[config.mk]
export PLATFORM = sky130hd
export DESIGN_NAME = pcc_channel
export DESIGN_NICKNAME = d
export VERILOG_FILES = /design/src/pcc_pkg.sv /design/src/pcc_channel.sv
export SDC_FILE = /design/constraint.sdc
export NUM_CORES = 1
export LEC_CHECK = 0
export BUFFER_PORTS_ARGS = -buffer_cell sky130_fd_sc_hd__buf_2
export CAP_MARGIN = 20
export CORE_AREA = 5 5 118 120
export CTS_BUF_LIST = sky130_fd_sc_hd__clkbuf_8 sky130_fd_sc_hd__clkbuf_16
export DETAILED_ROUTE_END_ITERATION = 10
export DIE_AREA = 0 0 123 125
export PLACE_DENSITY_LB_ADDON = 0.3
export SLEW_MARGIN = 20
export SYNTH_ARGS = -nofsm -noshare
export SYNTH_HDL_FRONTEND = slang
export SYNTH_SLANG_ARGS = --single-unit
[constraint.sdc]
create_clock -name sys_clk_i -period 4.7 [get_ports sys_clk_i]
set_input_delay 1.41 -clock sys_clk_i [delete_from_list [all_inputs] [get_ports sys_clk_i]]
set_output_delay 1.41 -clock sys_clk_i [all_outputs]
set_load 0.01 [all_outputs]
[src/pcc_pkg.sv]
// Package: constants, types and register map of the capture/compare channel
package pcc_pkg;

  // ----------------------------------------------------------------------
  // Widths
  // ----------------------------------------------------------------------
  localparam int unsigned PCC_AW = 3;   // Register address width
  localparam int unsigned PCC_DW = 8;   // Register data width
  localparam int unsigned PCC_CW = 16;  // Counter and compare width

  // ----------------------------------------------------------------------
  // Register offsets
  // ----------------------------------------------------------------------
  localparam logic [PCC_AW-1:0] PCC_OFS_MODE   = 3'h0;  // channel_mode_reg
  localparam logic [PCC_AW-1:0] PCC_OFS_CMP_LO = 3'h1;  // compare_low_byte
  localparam logic [PCC_AW-1:0] PCC_OFS_CMP_HI = 3'h2;  // compare_high_byte
  localparam logic [PCC_AW-1:0] PCC_OFS_PWMCTL = 3'h3;  // pwm_shared_ctrl
  localparam logic [PCC_AW-1:0] PCC_OFS_STATUS = 3'h4;  // Channel event flag
  localparam logic [PCC_AW-1:0] PCC_OFS_CNT_LO = 3'h5;  // counter_low_byte
  localparam logic [PCC_AW-1:0] PCC_OFS_CNT_HI = 3'h6;  // Counter high byte

  // ----------------------------------------------------------------------
  // Field positions
  // ----------------------------------------------------------------------
  localparam int unsigned PCC_WIDE_BIT  = 7;  // wide_pulse_select
  localparam int unsigned PCC_ECOM_BIT  = 6;  // comparator_enable
  localparam int unsigned PCC_CAPP_BIT  = 5;  // rising_capture_en
  localparam int unsigned PCC_CAPN_BIT  = 4;  // falling_capture_en
  localparam int unsigned PCC_MAT_BIT   = 3;  // match_enable
  localparam int unsigned PCC_TOG_BIT   = 2;  // toggle_enable
  localparam int unsigned PCC_PWM_BIT   = 1;  // pulse_mod_enable
  localparam int unsigned PCC_ECCF_BIT  = 0;  // channel_irq_enable
  localparam int unsigned PCC_RELOAD_REG_SELECT_BIT = 7;  // reload_reg_select
  localparam int unsigned PCC_PARTIAL_OVERFLOW_FLAG_BIT  = 6;  // partial_overflow_flag
  localparam int unsigned PCC_PARTIAL_OVERFLOW_IRQ_EN_BIT  = 5;  // partial_overflow_irq_en
  localparam int unsigned PCC_CYCLE_LENGTH_SEL_LSB = 0;  // cycle_length_sel, 2 bits
  localparam int unsigned PCC_CCF_BIT   = 0;  // channel_event_flag

  // ----------------------------------------------------------------------
  // Values
  // ----------------------------------------------------------------------
  localparam logic [PCC_CW-1:0] PCC_CNT_MAX  = 16'hFFFF;
  localparam logic [PCC_CW-1:0] PCC_CNT_STEP = 16'h0001;
  localparam logic [1:0]        PCC_CYCLE_LENGTH_SEL_8  = 2'h0;
  // Counter bits that take part in an N-bit cycle, indexed by cycle length
  localparam logic [3:0][PCC_CW-1:0] PCC_LEN_MASK =
    {16'h07FF, 16'h03FF, 16'h01FF, 16'h00FF};

  // ----------------------------------------------------------------------
  // Types
  // ----------------------------------------------------------------------
  // Register bus request
  typedef struct packed {
    logic [PCC_AW-1:0] addr;
    logic [PCC_DW-1:0] wdata;
    logic              wr;
    logic              rd;
  } pcc_bus_req_t;

  // Operating mode, one-hot
  typedef enum logic [6:0] {
    PCC_M_IDLE  = 7'h01,
    PCC_M_CAPT  = 7'h02,
    PCC_M_SWT   = 7'h04,
    PCC_M_HSO   = 7'h08,
    PCC_M_FREQ  = 7'h10,
    PCC_M_PULSE_MOD_ENABLE  = 7'h20,
    PCC_M_PWM16 = 7'h40
  } pcc_mode_t;

  // Whole state of the channel
  typedef struct packed {
    logic [PCC_DW-1:0] mode;   // channel_mode_reg
    logic [PCC_CW-1:0] cmp;    // Compare / capture register
    logic [PCC_CW-1:0] rld;    // Auto-reload register
    logic              reload_reg_select;  // reload_reg_select
    logic              partial_overflow_flag;   // partial_overflow_flag
    logic              partial_overflow_irq_en;   // partial_overflow_irq_en
    logic [1:0]        cycle_length_sel;  // cycle_length_sel
    logic              ccf;    // channel_event_flag
    logic [PCC_CW-1:0] cnt;    // Free-running counter
    logic              sync1;  // Pin synchroniser stage 1
    logic              sync2;  // Pin synchroniser stage 2
    logic              sync3;  // Previous synchronised level
    logic              pin;    // channel_pin output level
    logic              irq;    // Interrupt request
    logic [PCC_DW-1:0] rdata;  // Read data
  } pcc_state_t;

endpackage : pcc_pkg

[src/pcc_channel.sv]
// Capture/compare channel with its counter, shared PWM control and register port
//
// Design decisions made here: the address-and-strobe port and the register addresses.
import pcc_pkg::*;

module pcc_channel (
  input  wire logic                  sys_clk_i,   // System clock, 250 MHz
  input  wire logic                  srst_i,      // Synchronous reset, high
  input  wire logic                  cnt_tick_i,  // Counter clock pulse
  input  wire logic                  channel_pin_i, // Pin level in
  input  wire pcc_pkg::pcc_bus_req_t bus_i,       // Register request
  output logic [pcc_pkg::PCC_DW-1:0] rdata_o,     // Read data
  output logic                       channel_pin_o, // Pin level out
  output logic                       irq_o        // Interrupt request
);
  import pcc_pkg::*;

  // ----------------------------------------------------------------------
  // Declarations
  // ----------------------------------------------------------------------
  pcc_state_t        st_q;      // Registered state
  pcc_state_t        st_d;      // Next state
  pcc_mode_t         mode_s;    // Decoded operating mode
  logic [PCC_CW-1:0] cnt_nx;    // Counter after this tick
  logic [PCC_CW-1:0] len_mask;  // Active cycle bits for 8..11-bit PWM
  logic              ecom;      // Comparator enable
  logic              match16;   // Full 16-bit match on this tick
  logic              match_n;   // N-bit match on this tick
  logic              match_lo;  // Low-byte match on this tick
  logic              ovf_n;     // Overflow out of bit N on this tick
  logic              ovf_16;    // 16-bit overflow on this tick
  logic              edge_hit;  // Qualifying pin transition
  logic              set_ccf;   // Hardware sets channel event flag
  logic              clr_ccf;   // Software clears channel event flag
  logic              clr_partial_overflow_flag;  // Software clears overflow flag
  logic              wr_cmp_lo; // Write to compare low byte (not reload)
  logic              wr_cmp_hi; // Write to compare high byte (not reload)

  // ----------------------------------------------------------------------
  // Mode decode
  // ----------------------------------------------------------------------
  // Capture bits take precedence; the comparator enable is left out here
  // so that clearing it gates the action without changing the mode.
  always_comb begin
    if (st_q.mode[PCC_CAPP_BIT] || st_q.mode[PCC_CAPN_BIT]) begin
      mode_s = PCC_M_CAPT;
    end else if (st_q.mode[PCC_PWM_BIT] && st_q.mode[PCC_WIDE_BIT]) begin
      mode_s = PCC_M_PWM16;
    end else if (st_q.mode[PCC_PWM_BIT] && st_q.mode[PCC_TOG_BIT]) begin
      mode_s = PCC_M_FREQ;
    end else if (st_q.mode[PCC_PWM_BIT]) begin
      mode_s = PCC_M_PULSE_MOD_ENABLE;
    end else if (st_q.mode[PCC_TOG_BIT] && st_q.mode[PCC_MAT_BIT]) begin
      mode_s = PCC_M_HSO;
    end else if (st_q.mode[PCC_MAT_BIT]) begin
      mode_s = PCC_M_SWT;
    end else begin
      mode_s = PCC_M_IDLE;
    end
  end

  // ----------------------------------------------------------------------
  // Counter events
  // ----------------------------------------------------------------------
  // All matches are taken against the value the counter moves to, so an
  // event lines up with the count that software programmed.
  always_comb begin
    cnt_nx   = st_q.cnt + PCC_CNT_STEP;
    len_mask = PCC_LEN_MASK[st_q.cycle_length_sel];
    ecom     = st_q.mode[PCC_ECOM_BIT];
    match16  = cnt_tick_i && (cnt_nx == st_q.cmp);
    match_n  = cnt_tick_i && ((cnt_nx & len_mask) == (st_q.cmp & len_mask));
    match_lo = cnt_tick_i && (cnt_nx[7:0] == st_q.cmp[7:0]);
    ovf_n    = cnt_tick_i && ((st_q.cnt & len_mask) == len_mask);
    ovf_16   = cnt_tick_i && (st_q.cnt == PCC_CNT_MAX);
    // Edge seen between the two synchronised samples, never stage 1
    edge_hit = (st_q.mode[PCC_CAPP_BIT] && st_q.sync2 && !st_q.sync3) ||
               (st_q.mode[PCC_CAPN_BIT] && !st_q.sync2 && st_q.sync3);
  end

  // ----------------------------------------------------------------------
  // Bus write decode
  // ----------------------------------------------------------------------
  always_comb begin
    wr_cmp_lo = bus_i.wr && (bus_i.addr == PCC_OFS_CMP_LO) && !st_q.reload_reg_select;
    wr_cmp_hi = bus_i.wr && (bus_i.addr == PCC_OFS_CMP_HI) && !st_q.reload_reg_select;
    clr_ccf   = bus_i.wr && (bus_i.addr == PCC_OFS_STATUS) &&
                !bus_i.wdata[PCC_CCF_BIT];
    clr_partial_overflow_flag  = bus_i.wr && (bus_i.addr == PCC_OFS_PWMCTL) &&
                !bus_i.wdata[PCC_PARTIAL_OVERFLOW_FLAG_BIT];
  end

  // ----------------------------------------------------------------------
  // Next state
  // ----------------------------------------------------------------------
  always_comb begin
    st_d    = st_q;
    set_ccf = 1'b0;

    // Pin synchroniser, then one more stage for edge detection
    st_d.sync1 = channel_pin_i;
    st_d.sync2 = st_q.sync1;
    st_d.sync3 = st_q.sync2;

    // Free-running counter advanced by the counter clock
    if (cnt_tick_i) begin
      st_d.cnt = cnt_nx;
    end

    // Software writes come first; hardware updates below override them
    if (bus_i.wr) begin
      case (bus_i.addr)
        PCC_OFS_MODE: begin
          st_d.mode = bus_i.wdata;
        end
        PCC_OFS_CMP_LO: begin
          if (st_q.reload_reg_select) begin
            st_d.rld[7:0] = bus_i.wdata;
          end else begin
            st_d.cmp[7:0]            = bus_i.wdata;
            st_d.mode[PCC_ECOM_BIT] = 1'b0;
          end
        end
        PCC_OFS_CMP_HI: begin
          if (st_q.reload_reg_select) begin
            st_d.rld[15:8] = bus_i.wdata;
          end else begin
            st_d.cmp[15:8]           = bus_i.wdata;
            st_d.mode[PCC_ECOM_BIT] = 1'b1;
          end
        end
        PCC_OFS_PWMCTL: begin
          st_d.reload_reg_select = bus_i.wdata[PCC_RELOAD_REG_SELECT_BIT];
          st_d.partial_overflow_irq_en  = bus_i.wdata[PCC_PARTIAL_OVERFLOW_IRQ_EN_BIT];
          st_d.cycle_length_sel = bus_i.wdata[PCC_CYCLE_LENGTH_SEL_LSB +: 2];
        end
        default: begin
          // Status and counter bytes hold no writable storage here
        end
      endcase
    end

    // Per-mode channel behaviour
    case (mode_s)
      PCC_M_CAPT: begin
        if (edge_hit) begin
          st_d.cmp = st_q.cnt;
          set_ccf  = 1'b1;
        end
      end
      PCC_M_SWT: begin
        if (ecom && match16) begin
          set_ccf = 1'b1;
        end
      end
      PCC_M_HSO: begin
        // With the comparator off the level is simply held
        if (ecom && match16) begin
          st_d.pin = !st_q.pin;
          set_ccf  = 1'b1;
        end
      end
      PCC_M_FREQ: begin
        // Adding a zero high byte leaves the low byte in place, so the
        // next match is a full 256 counts away
        if (ecom && match_lo) begin
          st_d.pin       = !st_q.pin;
          st_d.cmp[7:0]  = st_q.cmp[7:0] + st_q.cmp[15:8];
        end
        if (st_q.mode[PCC_MAT_BIT] && match16) begin
          set_ccf = 1'b1;
        end
      end
      PCC_M_PULSE_MOD_ENABLE: begin
        if (ovf_n) begin
          st_d.pin = 1'b0;
          if (st_q.cycle_length_sel == PCC_CYCLE_LENGTH_SEL_8) begin
            st_d.cmp[7:0] = st_q.cmp[15:8];
          end else begin
            st_d.cmp = st_q.rld;
          end
        end else if (match_n) begin
          st_d.pin = 1'b1;
          if (st_q.mode[PCC_MAT_BIT]) begin
            set_ccf = 1'b1;
          end
        end
        if (!ecom) begin
          st_d.pin = 1'b0;
        end
      end
      PCC_M_PWM16: begin
        if (ovf_16) begin
          st_d.pin = 1'b0;
        end else if (match16) begin
          st_d.pin = 1'b1;
          if (st_q.mode[PCC_MAT_BIT]) begin
            set_ccf = 1'b1;
          end
        end
        if (!ecom) begin
          st_d.pin = 1'b0;
        end
      end
      default: begin
        // Idle: pin holds its last level
      end
    endcase

    // Flags: hardware set wins over a software clear in the same cycle
    st_d.ccf  = set_ccf || (st_q.ccf && !clr_ccf);
    st_d.partial_overflow_flag = ovf_n || (st_q.partial_overflow_flag && !clr_partial_overflow_flag);

    // Interrupt request from enabled, set flags
    st_d.irq = (st_q.ccf && st_q.mode[PCC_ECCF_BIT]) ||
               (st_q.partial_overflow_flag && st_q.partial_overflow_irq_en);

    // Read data stands only in the cycle after the read strobe
    st_d.rdata = '0;
    if (bus_i.rd) begin
      case (bus_i.addr)
        PCC_OFS_MODE:   st_d.rdata = st_q.mode;
        PCC_OFS_CMP_LO: st_d.rdata = st_q.reload_reg_select ? st_q.rld[7:0] : st_q.cmp[7:0];
        PCC_OFS_CMP_HI: st_d.rdata = st_q.reload_reg_select ? st_q.rld[15:8] : st_q.cmp[15:8];
        PCC_OFS_PWMCTL: begin
          st_d.rdata[PCC_RELOAD_REG_SELECT_BIT]        = st_q.reload_reg_select;
          st_d.rdata[PCC_PARTIAL_OVERFLOW_FLAG_BIT]         = st_q.partial_overflow_flag;
          st_d.rdata[PCC_PARTIAL_OVERFLOW_IRQ_EN_BIT]         = st_q.partial_overflow_irq_en;
          st_d.rdata[PCC_CYCLE_LENGTH_SEL_LSB +: 2]   = st_q.cycle_length_sel;
        end
        PCC_OFS_STATUS: st_d.rdata[PCC_CCF_BIT] = st_q.ccf;
        PCC_OFS_CNT_LO: st_d.rdata = st_q.cnt[7:0];
        PCC_OFS_CNT_HI: st_d.rdata = st_q.cnt[15:8];
        default:        st_d.rdata = '0;  // Unmapped reads as zero
      endcase
    end
  end

  // ----------------------------------------------------------------------
  // State register
  // ----------------------------------------------------------------------
  always_ff @(posedge sys_clk_i) begin
    if (srst_i) begin
      st_q <= '0;
    end else begin
      st_q <= st_d;
    end
  end

  // Outputs straight from flip-flops
  assign rdata_o       = st_q.rdata;
  assign channel_pin_o = st_q.pin;
  assign irq_o         = st_q.irq;
endmodule : pcc_channel

# After elaboration in Yosys (flattened, before gate mapping)
# Cells that the tools add are included.
[totals]
regBits = 75
input_bits = 17
output_inout_bits = 10
elab_cells = 146
[op_classes]
n_addsub = 2
magnitude_cmp = 1
eq_ne = 23
n_mux = 52
n_bitwise = 4
reduce_logical = 47
[ops]
columns = ["operator", "count"]
rows = [
  ["two-way mux 8 bit", 13],
  ["AND 16 bit", 3],
  ["equality test 16 bit", 3],
  ["two-way mux 16 bit", 3],
  ["two-way mux 33 bit", 1],
  ["binary-select mux 16 bit (select 2 bit)", 1],
  ["case mux 8 bit (3 select lines)", 1],
  ["logical AND 1 bit", 23],
  ["two-way mux 1 bit", 19],
  ["case mux 3 bit (6 select lines)", 1],
  ["adder 16 x 1 -> 16 bit, second input constant", 1],
  ["equality test 16 bit, second input constant", 1],
  ["case mux 8 bit (2 select lines)", 1],
  ["case mux 3 bit (5 select lines)", 1],
  ["two-way mux 7 bit", 2],
  ["two-way mux 6 bit", 2],
  ["equality test 3 bit, second input constant", 3],
  ["adder 8 bit", 1],
  ["equality test 8 bit", 1],
  ["!= test 2 bit, second input constant", 4],
  ["!= test 4 bit, second input constant", 2],
  ["equality test 7 x 2 -> 1 bit, second input constant", 1],
  ["equality test 7 x 3 -> 1 bit, second input constant", 1],
  ["equality test 7 x 4 -> 1 bit, second input constant", 1],
  ["25 further kinds", 39],
]

# Logic depth before layout (Yosys ltp)
# Gate-level depths: netlist (run 1).
[depth]
ltp_word = 10
mapped_depth = 10
depth_no_buf = 10

# Worst setup path after synthesis (run 1)
# Ideal clock, no wire load.
[synth_path]
path_type = "input-to-reg"
startpoint = "input port cnt_tick_i"
endpoint = "register st_q (netlist bit channel_pin_o)"
setup_time_ns = 0.091
arrival_time_ns = 2.947
required_time_ns = 4.609
setup_slack_ns = 1.662
cell_stages = 8
n_path_buf = 1
path_cell_list = "clkbuf_1 -> nand2_1 -> a211oi_1 -> o2111ai_1 -> nor3_4 -> a211o_1 -> a41oi_1 -> a311oi_1"
[synth_via]
elab_chain_cells = 4
word_cells_on_any_way = 17
classes_between = "eq/ne (4); mux (5); reduce/logical (8)"
[synth_lines]
columns = ["item", "line_no", "text"]
rows = [
  ["start, declared", "pcc_channel.sv:9", "input wire logic cnt_tick_i,"],
  ["logical AND 1 bit (on tied branches)", "n/a", ""],
  ["two-way mux 1 bit (tied with other cells)", "pcc_channel.sv:193", "if (ovf_16) begin"],
  ["two-way mux 1 bit (tied with other cells)", "pcc_channel.sv:201", "if (!ecom) begin"],
  ["case mux 1 bit (4 select lines) or AND reduction 5 bit (tied branches)", "n/a", ""],
  ["end signal, assigned", "pcc_channel.sv:246", "st_q <= st_d;"],
  ["end, declared", "pcc_channel.sv:21", "pcc_state_t st_q;"],
]
# Several ways; a longest one is shown, not always the timed one.
# A chain may end at the register's enable or synchronous reset.

# Worst setup path after layout (run 1)
[layout_path]
startpoint = "input port bus_i[11] (netlist bit)"
endpoint = "register st_q[61] (netlist bit)"
[layout_via]
elab_chain_cells = 6
word_cells_on_any_way = 7
classes_between = "eq/ne (1); mux (6)"
[layout_lines]
columns = ["item", "line_no", "text"]
rows = [
  ["start, declared", "pcc_channel.sv:11", "input wire pcc_pkg::pcc_bus_req_t bus_i,"],
  ["equality test 3 x 2 -> 1 bit *", "pcc_channel.sv:112", "case (bus_i.addr)"],
  ["two-way mux 8 bit *", "pcc_channel.sv:112", ""],
  ["two-way mux 33 bit *", "pcc_channel.sv:111", "if (bus_i.wr) begin"],
  ["two-way mux 8 bit", "pcc_channel.sv:177", "if (st_q.cycle_length_sel == PCC_CYCLE_LENGTH_SEL_8) begin"],
  ["two-way mux 16 bit", "pcc_channel.sv:175", "if (ovf_n) begin"],
  ["case mux 8 bit (2 select lines) *", "pcc_channel.sv:144", "case (mode_s)"],
]
# Mark *: on every way between the ends. The rest lies on a longest branch, timed or not.

==> summary.md, run 1 <==
| Metric | Value |
|---|---|
| Most instantiated library cell after synthesis | nor2_1 |
| RSZ-0062 raised after global routing | false |
| Top cell type's share of synthesized area | 30.7% |
| Sink Count | 75 |
| Pwr dens | 299 mW/mm² |
| # Max-Cap Violations | 0 |
| Fin crit share | 75.0% |
| Pre-Repair DR Iteration Count | 5 |
| Initial Util | 38.0% |
| Worst-Margin Slew | 820 ps |
| Relative slew slack | 45.1% |
| Vias in the first global route | 4416 |
| Aggregate global routing overflow | 0 |
| Largest net degree at the start of global routing | 69 |
| Arrival time at the worst endpoint | 3730 ps |
| Setup violators final | 0 |
| Worst Hold Path Cells | 1 |
| Flop pwr share | 41.6% |
| Clock slew at reported path FFs | 60 ps |
| Post_cts resized | 0 |
| Worst hold slack | 448 ps |
| Static Leakage | 1.92 nW |
| Rows | 42 |
| Post-CTS Setup Bufs | 0 |
| Share of layout cells above drive strength 1 | 10.5% |
| R2R Setup Slk | 1220 ps |
| All-Layer GR Usage | 20.7% |
| CTS buffer count | 9 |
| VDD IR max | 0.256 mV |
| Initial DRC count | 503 |
| Reg2Reg Depth | 9 |
| Post-synth EDFFs | 0 |
| HP Class | reg -> reg |
| Multi-input gate area | 0.00314 mm² |
| Util after Layout | 41.8% |
| Vias/cell | 6.02 |
| CP Max Fanout | 24 |
| Fmax | 284 MHz |
| Crit path required time | 4900 ps |
| Cell internal pwr | 1.21 mW |
| First-pass GRT wire length | 24800 µm |
| Cell count after synthesis | 615 |
| Seq/Total Area, Yosys | 30.7% |
| Vias post-DR | 4741 |
| Fin Clk Skew | 18.0 ps |
| Final Hold Fails | 0 |
| Seq. cell area | 0.00150 mm² |
| Worst setup path category | in -> reg |
| Final HPWL DP | 11100 µm |
| Critical Path End Type | flop |
| Clk buf depth | 2 |
| Combinational share of power | 8.4% |
| Area growth syn-to-layout | 10.1% |
| Post-synth cell types | 63 |
| Clk root buf | clkbuf_16 |
| Critical path origin | bus_i[11] |
| Status | finished, final reports clean |
| Die Ht | 125 µm |
| Die footprint | 0.0154 mm² |
| Asr flop ratio synth | 0% |
| Die Wd | 123 µm |
| Fillcell total | 1292 |
| Top area cells in the synthesized netlist | dfxtp_1, mux2i_1, a21oi_1 |
| Core area | 0.0129 mm² |
| Final Max Slew Viols | 0 |
| Synth top cells by count | nor2_1, dfxtp_1, a21oi_1 |
| DRC viols | 0 |
| Mapped cell area | 0.00489 mm² |
| Htree depth | 3 |
| CTS tree | done |
| Top FF cell, synth | dfxtp_1 |
| Yosys Warn Count | 0 |
| Leading area contributor after synthesis | dfxtp_1 |
| Post-Syn Area per Cell | 7.95 µm² |
| Hold Crit Start | st_d[11] |
| I/O pins | 27 |
| Clk pwr share | 50.0% |
| Initial antenna violation count | 0 |
| Sw power | 0.394 mW |
| Tmin final | 3530 ps |
| Clk_lat worst skew | 350 ps |
| Sw Share | 24.5% |
| Hold_buf cts | 0 |
| Setup_tns | 0 ps |
| Port Buf Inserts | 26 |
| FF-to-FF Start | st_q[13] |
| Post-layout nets | 632 |
| Yosys reg bits | 75 |
| Final WL | 15700 µm |
| Antenna viol nets, final | 0 |
| Routed length per instance | 19.9 µm |
| Setup crit start kind | input port |
| Diode count | 0 |
| Routability cong. | 0.929 |
| Post-Syn Nets | 641 |
-- per-stage QoR --
stage               instances  setup slack, ps  cell area [µm²]  power (mW)
global route              787              941             5390        1.66
finish                    787             1170             5390        1.61
floorplan                 615             1660             4890       0.769
detailed placement        771              904             5030       0.814
global placement          771             1020             5030       0.811
CTS                       787             1260             5370        1.61
-- metal layers --
layer / GRT usage, % / vias to the layer above / share of wire, % / wire (µm)
met1: 27.4 / 2278 / 42 / 6590
met3: 4.34 / 45 / 8.5 / 1330
met4: 8.60 / 0 / 3.9 / 614
met2: 32.7 / 207 / 46 / 7140
met5: 0 / - / 0 / 0
li1: - / 2211 / - / -
-- worst paths after layout --
check	end
hold reg to reg	st_d[10]
setup / recovery	st_q[61]
hold / removal	st_d[10]
setup reg to reg	st_q[61]
-- layout by cell type, fill, tap and decap left out, types with 17 or more instances in the layout --
cell	synthesis	final
xnor2_1	21	21
nor2_1	76	76
nand2_1	54	54
dfxtp_1	75	75
buf_2	10	26
xor2_1	17	17
nor2b_1	17	17
nand3_1	20	20
a21oi_1	58	58
a221oi_1	21	21
mux2i_1	33	33
-- logic make-up (layout without fill, tap and decap cells) --
group | count (synthesis) | count (layout) | synth area share (%)
AOI/OAI and AO/OA | 167 | 167 | 22.7
xor gates and xnor gates | 38 | 38 | 6.81
adders and majority gates | 9 | 9 | 2.46
buffers and inverters | 58 | 54 | 5.55
DFF | 75 | 75 | 30.7
muxes | 42 | 42 | 8.83
and+or+nand+nor | 226 | 226 | 22.9
-- power by group through the flow --
stage	logic, mW	registers, mW	clock network (mW)
finish	0.135	0.668	0.804
global route	0.149	0.669	0.839
CTS	0.132	0.668	0.808
detailed placement	0.132	0.682	0
global placement	0.129	0.682	0
floorplan	0.0987	0.670	0
-- critical path, stage by stage --
cell and delay [ps]:
buf_2 340, nor2b_1 290, nor2b_1 590, nand2_1 450, mux2i_1 260, nor2_1 60
a221oi_1 250, nor2_1 70
-- flip-flops by register name, indices dropped and copies added (netlist names) --
register / count
st_q: 62
channel_pin_o: 1
rdata_o: 8
irq_o: 1
st_d: 2
ecom: 1
-- final cells by class --
cell class	count	area share (%)
well taps	176	4.09
clock inverters	7	2.14
multi-input cells	482	58.2
inverters	9	0.627
clock buffers	9	4.18
flip-flops and latches	75	27.9
repair buffers	29	2.83
Note: power is estimated with default switching activity, not from simulation.
==> run 2: changes to the inputs <==
==> constraint.sdc (replaced) <==
create_clock -name sys_clk_i -period 3.5 [get_ports sys_clk_i]
set_input_delay 1.05 -clock sys_clk_i [delete_from_list [all_inputs] [get_ports sys_clk_i]]
set_output_delay 1.05 -clock sys_clk_i [all_outputs]
set_load 0.01 [all_outputs]
==> run 2 against run 1 <==
Sequential cell count did not move. Core utilization grew 0.34 points. Via count grew 0.89%. Sequential share of layout area fell by 0.22 points. Combinational power increased by 44%. Setup slack worse by 690 ps. Cell count rose by 1.8%. Largest cell class unchanged.
==> summary.md, run 2 (synthesized netlist as in run 1, its figures left out) <==
| Metric | Value |
|---|---|
| Status | finished, final reports clean (unchanged) |
| Worst-Margin Slew | 737 ps (was 820 ps) |
| Initial DRC count | 500 (was 503) |
| Worst setup path category | reg -> reg (was in -> reg) |
| Setup crit start kind | flop (was input port) |
| Diode count | 0 (unchanged) |
| Crit path required time | 3710 ps (was 4900 ps) |
| Hold_buf cts | 0 (unchanged) |
| Setup_tns | 0 ps (unchanged) |
| Final Max Slew Viols | 0 (unchanged) |
| Area growth syn-to-layout | 11.0% (was 10.1%) |
| Final HPWL DP | 11300 µm (was 11100 µm) |
| First-pass GRT wire length | 25500 µm (was 24800 µm) |
| Fmax | 331 MHz |
| Clk_lat worst skew | 350 ps (about the same) |
| Pwr dens | 375 mW/mm² (was 299 mW/mm²) |
| # Max-Cap Violations | 0 (unchanged) |
| CTS tree | done (unchanged) |
| Aggregate global routing overflow | 0 (unchanged) |
| Pre-Repair DR Iteration Count | 7 (was 5) |
| VDD IR max | 0.215 mV (was 0.256 mV) |
| Worst R2R End | st_q[63] (was st_q[61]) |
| Reg2Reg Depth | 9 (unchanged) |
| Worst Hold Path Cells | 1 (unchanged) |
| Final WL | 16100 µm (was 15700 µm) |
| CTS buffer count | 9 (unchanged) |
| Critical Path End Type | flop (unchanged) |
| Top reg by flops | st_q (unchanged) |
| Commonest non-fill, non-tap cells in the layout | nor2_1, dfxtp_1, a21oi_1 (unchanged) |
| Commonest non-fill, non-tap cell in the layout | nor2_1 (unchanged) |
| Vias in the first global route | 4560 (was 4416) |
| Hold Crit Start | st_d[11] (unchanged) |
| Fin crit share | 86.3% |
| Final Hold Fails | 0 (unchanged) |
| Post-CTS Setup Bufs | 0 (unchanged) |
| Die Wd | 123 µm (unchanged) |
| Util after Layout | 42.2% (was 41.8%) |
| Worst Hold Path EP | st_d[10] (unchanged) |
| Clk root buf | clkbuf_16 (unchanged) |
| Post-layout nets | 646 (was 632) |
| Clk buf depth | 2 (unchanged) |
| Sink Count | 75 (unchanged) |
| Vias post-DR | 4783 (was 4741) |
| Arrival time at the worst endpoint | 3230 ps (was 3730 ps) |
| Antenna viol nets, final | 0 (unchanged) |
| All-Layer GR Usage | 21.4% (was 20.7%) |
| Static Leakage | 1.96 nW (was 1.92 nW) |
| Share of layout cells above drive strength 1 | 12.3% (was 10.5%) |
| Core area | 0.0129 mm² (unchanged) |
| Htree depth | 3 (unchanged) |
| Fillcell total | 1323 (was 1292) |
| I/O pins | 27 (unchanged) |
| CP Max Fanout | 9 (was 24) |
| FF-to-FF Start | st_q[14] (was st_q[13]) |
| Routed length per instance | 20.0 µm (was 19.9 µm) |
| Routability cong. | 0.929 (about the same) |
| Max reg flops | 62 (unchanged) |
| Post_cts resized | 0 (unchanged) |
| Die footprint | 0.0154 mm² (unchanged) |
| Initial Util | 38.0% (unchanged) |
| R2R Setup Slk | 480 ps (was 1220 ps) |
| HP Class | reg -> reg (unchanged) |
| Tmin final | 3020 ps |
| Vias/cell | 5.97 (was 6.02) |
| Relative slew slack | 50.9% (was 45.1%) |
| Port Buf Inserts | 26 (unchanged) |
| RSZ-0062 raised after global routing | false (unchanged) |
| Clock slew at reported path FFs | 60 ps (about the same) |
| Fin Clk Skew | 10.4 ps (was 18.0 ps) |
| Rows | 42 (unchanged) |
| Setup violators final | 0 (unchanged) |
| Initial antenna violation count | 0 (unchanged) |
| Die Ht | 125 µm (unchanged) |
| DRC viols | 0 (unchanged) |
| Largest net degree at the start of global routing | 68 (was 69) |
## run 2: how the worst max path moves through the flow
stage,start,endpoint,slack [ps]
2_1_floorplan,cnt_tick_i,channel_pin_o,820
3_5_place_dp,bus_i[12],st_q[53],420
5_1_grt,st_q[14],st_q[60],240
4_1_cts,st_q[14],st_q[63],550
6_report,st_q[14],st_q[63],480
3_3_place_gp,bus_i[12],st_q[53],500
## run 2: area by class of cell
cell class / instances / area, µm² / share of cell area (%)
clock buffers: 9 / 225 / 4.15
clock inverters: 7 / 67.6 / 1.24
inverters: 9 / 33.8 / 0.622
multi-input cells: 482 / 3120 / 57.5
flip-flops and latches: 75 / 1500 / 27.7
well taps: 176 / 220 / 4.06
repair buffers: 43 / 258 / 4.75
## run 2: per-stage QoR
step	setup slack (ps)	cells	total power [mW]	hold WS [ps]	instance area, µm²
finish	479	801	2.04	453	5430
global route	244	801	2.10	476	5430
CTS	549	801	2.04	455	5430
detailed placement	417	785	1.10	441	5140
global placement	504	785	1.10	436	5140
floorplan	822	615	1.03	414	4890
## run 2: critical path, cell delays in order, from the launching register on
cell and delay (ps):
dfxtp_1 650, ha_1 400, nand3_1 160, nor3_2 440, o2111ai_2 370, nor2_2 180, or2_1 290, nor2_1 90
a221oi_1 210, nor2_1 70
## run 2: layer usage
layer  share of wire [%]  wire length [µm]  global-route usage (%)  vias up
met5                   0                 0                       0        -
met4                 3.4               547                    9.25        0
met3                 8.2              1310                    4.65       41
met2                  46              7400                    33.7      220
met1                  42              6800                    28.1     2282
li1                    -                 -                       -     2240
## run 2: power by group
group / internal [mW] / switching (mW)
Combinational: 0.0710 / 0.124
Clock: 0.550 / 0.400
Sequential: 0.868 / 0.0243
==> run 3: changes to the inputs <==
--- a/config.mk
+++ b/config.mk
@@ -7,12 +7,11 @@
 export LEC_CHECK = 0
 export BUFFER_PORTS_ARGS = -buffer_cell sky130_fd_sc_hd__buf_2
 export CAP_MARGIN = 20
-export CORE_AREA = 5 5 118 120
+export CORE_AREA = 5 5 125 127
 export CTS_BUF_LIST = sky130_fd_sc_hd__clkbuf_8 sky130_fd_sc_hd__clkbuf_16
 export DETAILED_ROUTE_END_ITERATION = 10
-export DIE_AREA = 0 0 123 125
-export PLACE_DENSITY_LB_ADDON = 0.3
-export SLEW_MARGIN = 20
+export DIE_AREA = 0 0 130 132
+export PLACE_DENSITY_LB_ADDON = 0.2
 export SYNTH_ARGS = -nofsm -noshare
 export SYNTH_HDL_FRONTEND = slang
 export SYNTH_SLANG_ARGS = --single-unit
==> run 3 against run 2 <==
Fmax up 6.0%. Combinational power up 2%. Sequential share of layout area about the same. Die area up 12%. Critical endpoint is now st_q[59].
==> summary.md, run 3 (synthesized netlist as in run 1, its figures left out) <==
| Metric | Value |
|---|---|
| Vias post-DR | 4756 (was 4783) |
| FF-to-FF Start | st_q[19] (was st_q[14]) |
| Post-place setup slack | 356 ps (was 417 ps) |
| Tmin final | 2850 ps (was 3020 ps) |
| Initial antenna violation count | 0 (unchanged) |
| Worst setup path category | in -> reg (was reg -> reg) |
| Static Leakage | 1.97 nW (was 1.96 nW) |
| Critical Path End Type | flop (unchanged) |
| I/O pins | 27 (unchanged) |
| Routability cong. | 0.913 (was 0.929) |
| Post_cts resized | 0 (unchanged) |
| Antenna viol nets, final | 0 (unchanged) |
| Setup_tns | 0 ps (unchanged) |
| Final Hold Fails | 0 (unchanged) |
| Port Buf Inserts | 26 (unchanged) |
| VDD IR max | 0.222 mV (was 0.215 mV) |
| Fillcell total | 1497 (was 1323) |
| Worst setup margin | 650 ps (was 479 ps) |
| Final Max Slew Viols | 0 (unchanged) |
| RSZ-0062 raised after global routing | false (unchanged) |
| CTS buffer count | 9 (unchanged) |
| Largest net degree at the start of global routing | 68 (unchanged) |
| Rows | 44 (was 42) |
| Post-CTS Setup Bufs | 0 (unchanged) |
| Hold Crit Start | st_d[11] (unchanged) |
| Setup crit start kind | input port (was flop) |
| Fin crit share | 81.4% (was 86.3%) |
| Share of layout cells above drive strength 1 | 12.3% (unchanged) |
| Initial Util | 34.2% (was 38.0%) |
| Worst-Margin Slew | 756 ps (was 737 ps) |
| Die footprint | 0.0172 mm² (was 0.0154 mm²) |
| Pwr dens | 372 mW/mm² (was 375 mW/mm²) |
| Final WL | 16400 µm (was 16100 µm) |
| Critical Path Max Stage Delay | 340 ps (was 650 ps) |
| Htree depth | 3 (unchanged) |
| DRC viols | 0 (unchanged) |
| Diode count | 0 (unchanged) |
| Initial DRC count | 470 (was 500) |
| Inst Count DP | 793 (was 785) |
| CP Max Fanout | 24 (was 9) |
| Commonest non-fill, non-tap cell in the layout | nor2_1 (unchanged) |
| Status | finished, final reports clean (unchanged) |
| Vias/cell | 5.88 (was 5.97) |
| Aggregate global routing overflow | 0 (unchanged) |
| All-Layer GR Usage | 19.5% (was 21.4%) |
| Hold_buf cts | 0 (unchanged) |
| Clock slew at reported path FFs | 60 ps (about the same) |
| Final HPWL DP | 11700 µm (was 11300 µm) |
| Die Wd | 130 µm (was 123 µm) |
| Pre-Repair DR Iteration Count | 5 (was 7) |
| Max reg flops | 62 (unchanged) |
| Reg2Reg Depth | 8 (was 9) |
| Crit path required time | 3700 ps (was 3710 ps) |
| R2R Setup Slk | 800 ps (was 480 ps) |
| First-pass GRT wire length | 26000 µm (was 25500 µm) |
| Fmax | 351 MHz (was 331 MHz) |
| Sink Count | 75 (unchanged) |
| Setup violators final | 0 (unchanged) |
| Worst Hold Path Cells | 1 (unchanged) |
| # Max-Cap Violations | 0 (unchanged) |
| Top reg by flops | st_q (unchanged) |
| Area growth syn-to-layout | 11.2% (was 11.0%) |
| Vias in the first global route | 4542 (was 4560) |
| Core area | 0.0143 mm² (was 0.0129 mm²) |
| Clk buf depth | 2 (unchanged) |
| Arrival time at the worst endpoint | 3050 ps (was 3230 ps) |
| Layout Cells excl Fill | 809 (was 801) |
| Post-layout nets | 646 (unchanged) |
| Critical path origin | bus_i[11] (was st_q[14]) |
| Worst path cell trace | buf_2, nor2b_1, nor2b_1, nand2_1, mux2i_1, nor2_1, a221oi_1, nor2_1 (was ha_1, nand3_1, nor3_2, o2111ai_2, nor2_2, or2_1, nor2_1, a221oi_1, nor2_1) |
| Fin Clk Skew | 8.90 ps (was 10.4 ps) |
| Worst Hold Path EP | st_d[10] (unchanged) |
| Die Ht | 132 µm (was 125 µm) |
| Routed length per instance | 20.3 µm (was 20.0 µm) |
| Clk_lat worst skew | 350 ps (about the same) |
| Clk root buf | clkbuf_16 (unchanged) |
| Slowest-stage cell, CP | nand2_1 (was dfxtp_1) |
| Worst R2R End | st_q[59] (was st_q[63]) |
| CTS tree | done (unchanged) |
| HP Class | reg -> reg (unchanged) |
| Commonest non-fill, non-tap cells in the layout | nor2_1, dfxtp_1, a21oi_1 (unchanged) |
| Relative slew slack | 49.6% (was 50.9%) |
-- run 3: changes by cell type in the layout (fill, tap and decap cells not counted), sizes merged --
cell and change:
clkinv +1, inv +1, clkinvlp -2
-- run 3: worst max-delay path by stage --
stage,endpoint,cells after the start
floorplan,channel_pin_o,8
global placement,st_q[51],7
detailed placement,st_q[59],8
CTS,st_q[59],8
global route,st_q[59],8
finish,st_q[59],8
-- run 3: power by group --
part	internal, mW	leakage, nW	total [mW]	switching [mW]
logic	0.0710	1.21	0.199	0.128
clock network	0.551	0.151	0.937	0.386
registers	0.868	0.607	0.889	0.0206
total	1.49	1.97	2.03	0.535
-- run 3: final cells by class --
type	count	area (µm²)	share of cell area, %
multi-input cells	482	3120	57.4
flip-flops and latches	75	1500	27.6
repair buffers	43	258	4.74
well taps	184	230	4.23
clock buffers	9	225	4.14
clock inverters	7	66.3	1.22
inverters	9	33.8	0.621
-- run 3: worst max-delay path, delay by kind of cell --
| kind | cells | cell delay (ps) |
|---|---|---|
| buf+inv | 1 | 330 |
| mux | 1 | 260 |
| simple gates | 5 | 1130 |
| compound gates | 1 | 270 |
-- run 3: per-stage QoR --
stage	power (mW)	hold slack, ps	area, µm²	util, %
CTS	2.04	460	5440	38.0
floorplan	1.03	414	4890	-
global route	2.10	474	5440	38.0
finish	2.03	454	5440	38.0
global placement	1.10	435	5150	36.0
detailed placement	1.10	445	5150	36.0
-- run 3: per-layer routing --
metal  up-vias  GRT usage [%]  part of all wire (%)
met4         0           7.68                   3.3
li1       2234              -                     -
met2       163           29.9                    46
met1      2318           26.7                    44
met5         -              0                     0
met3        41           3.97                   7.3
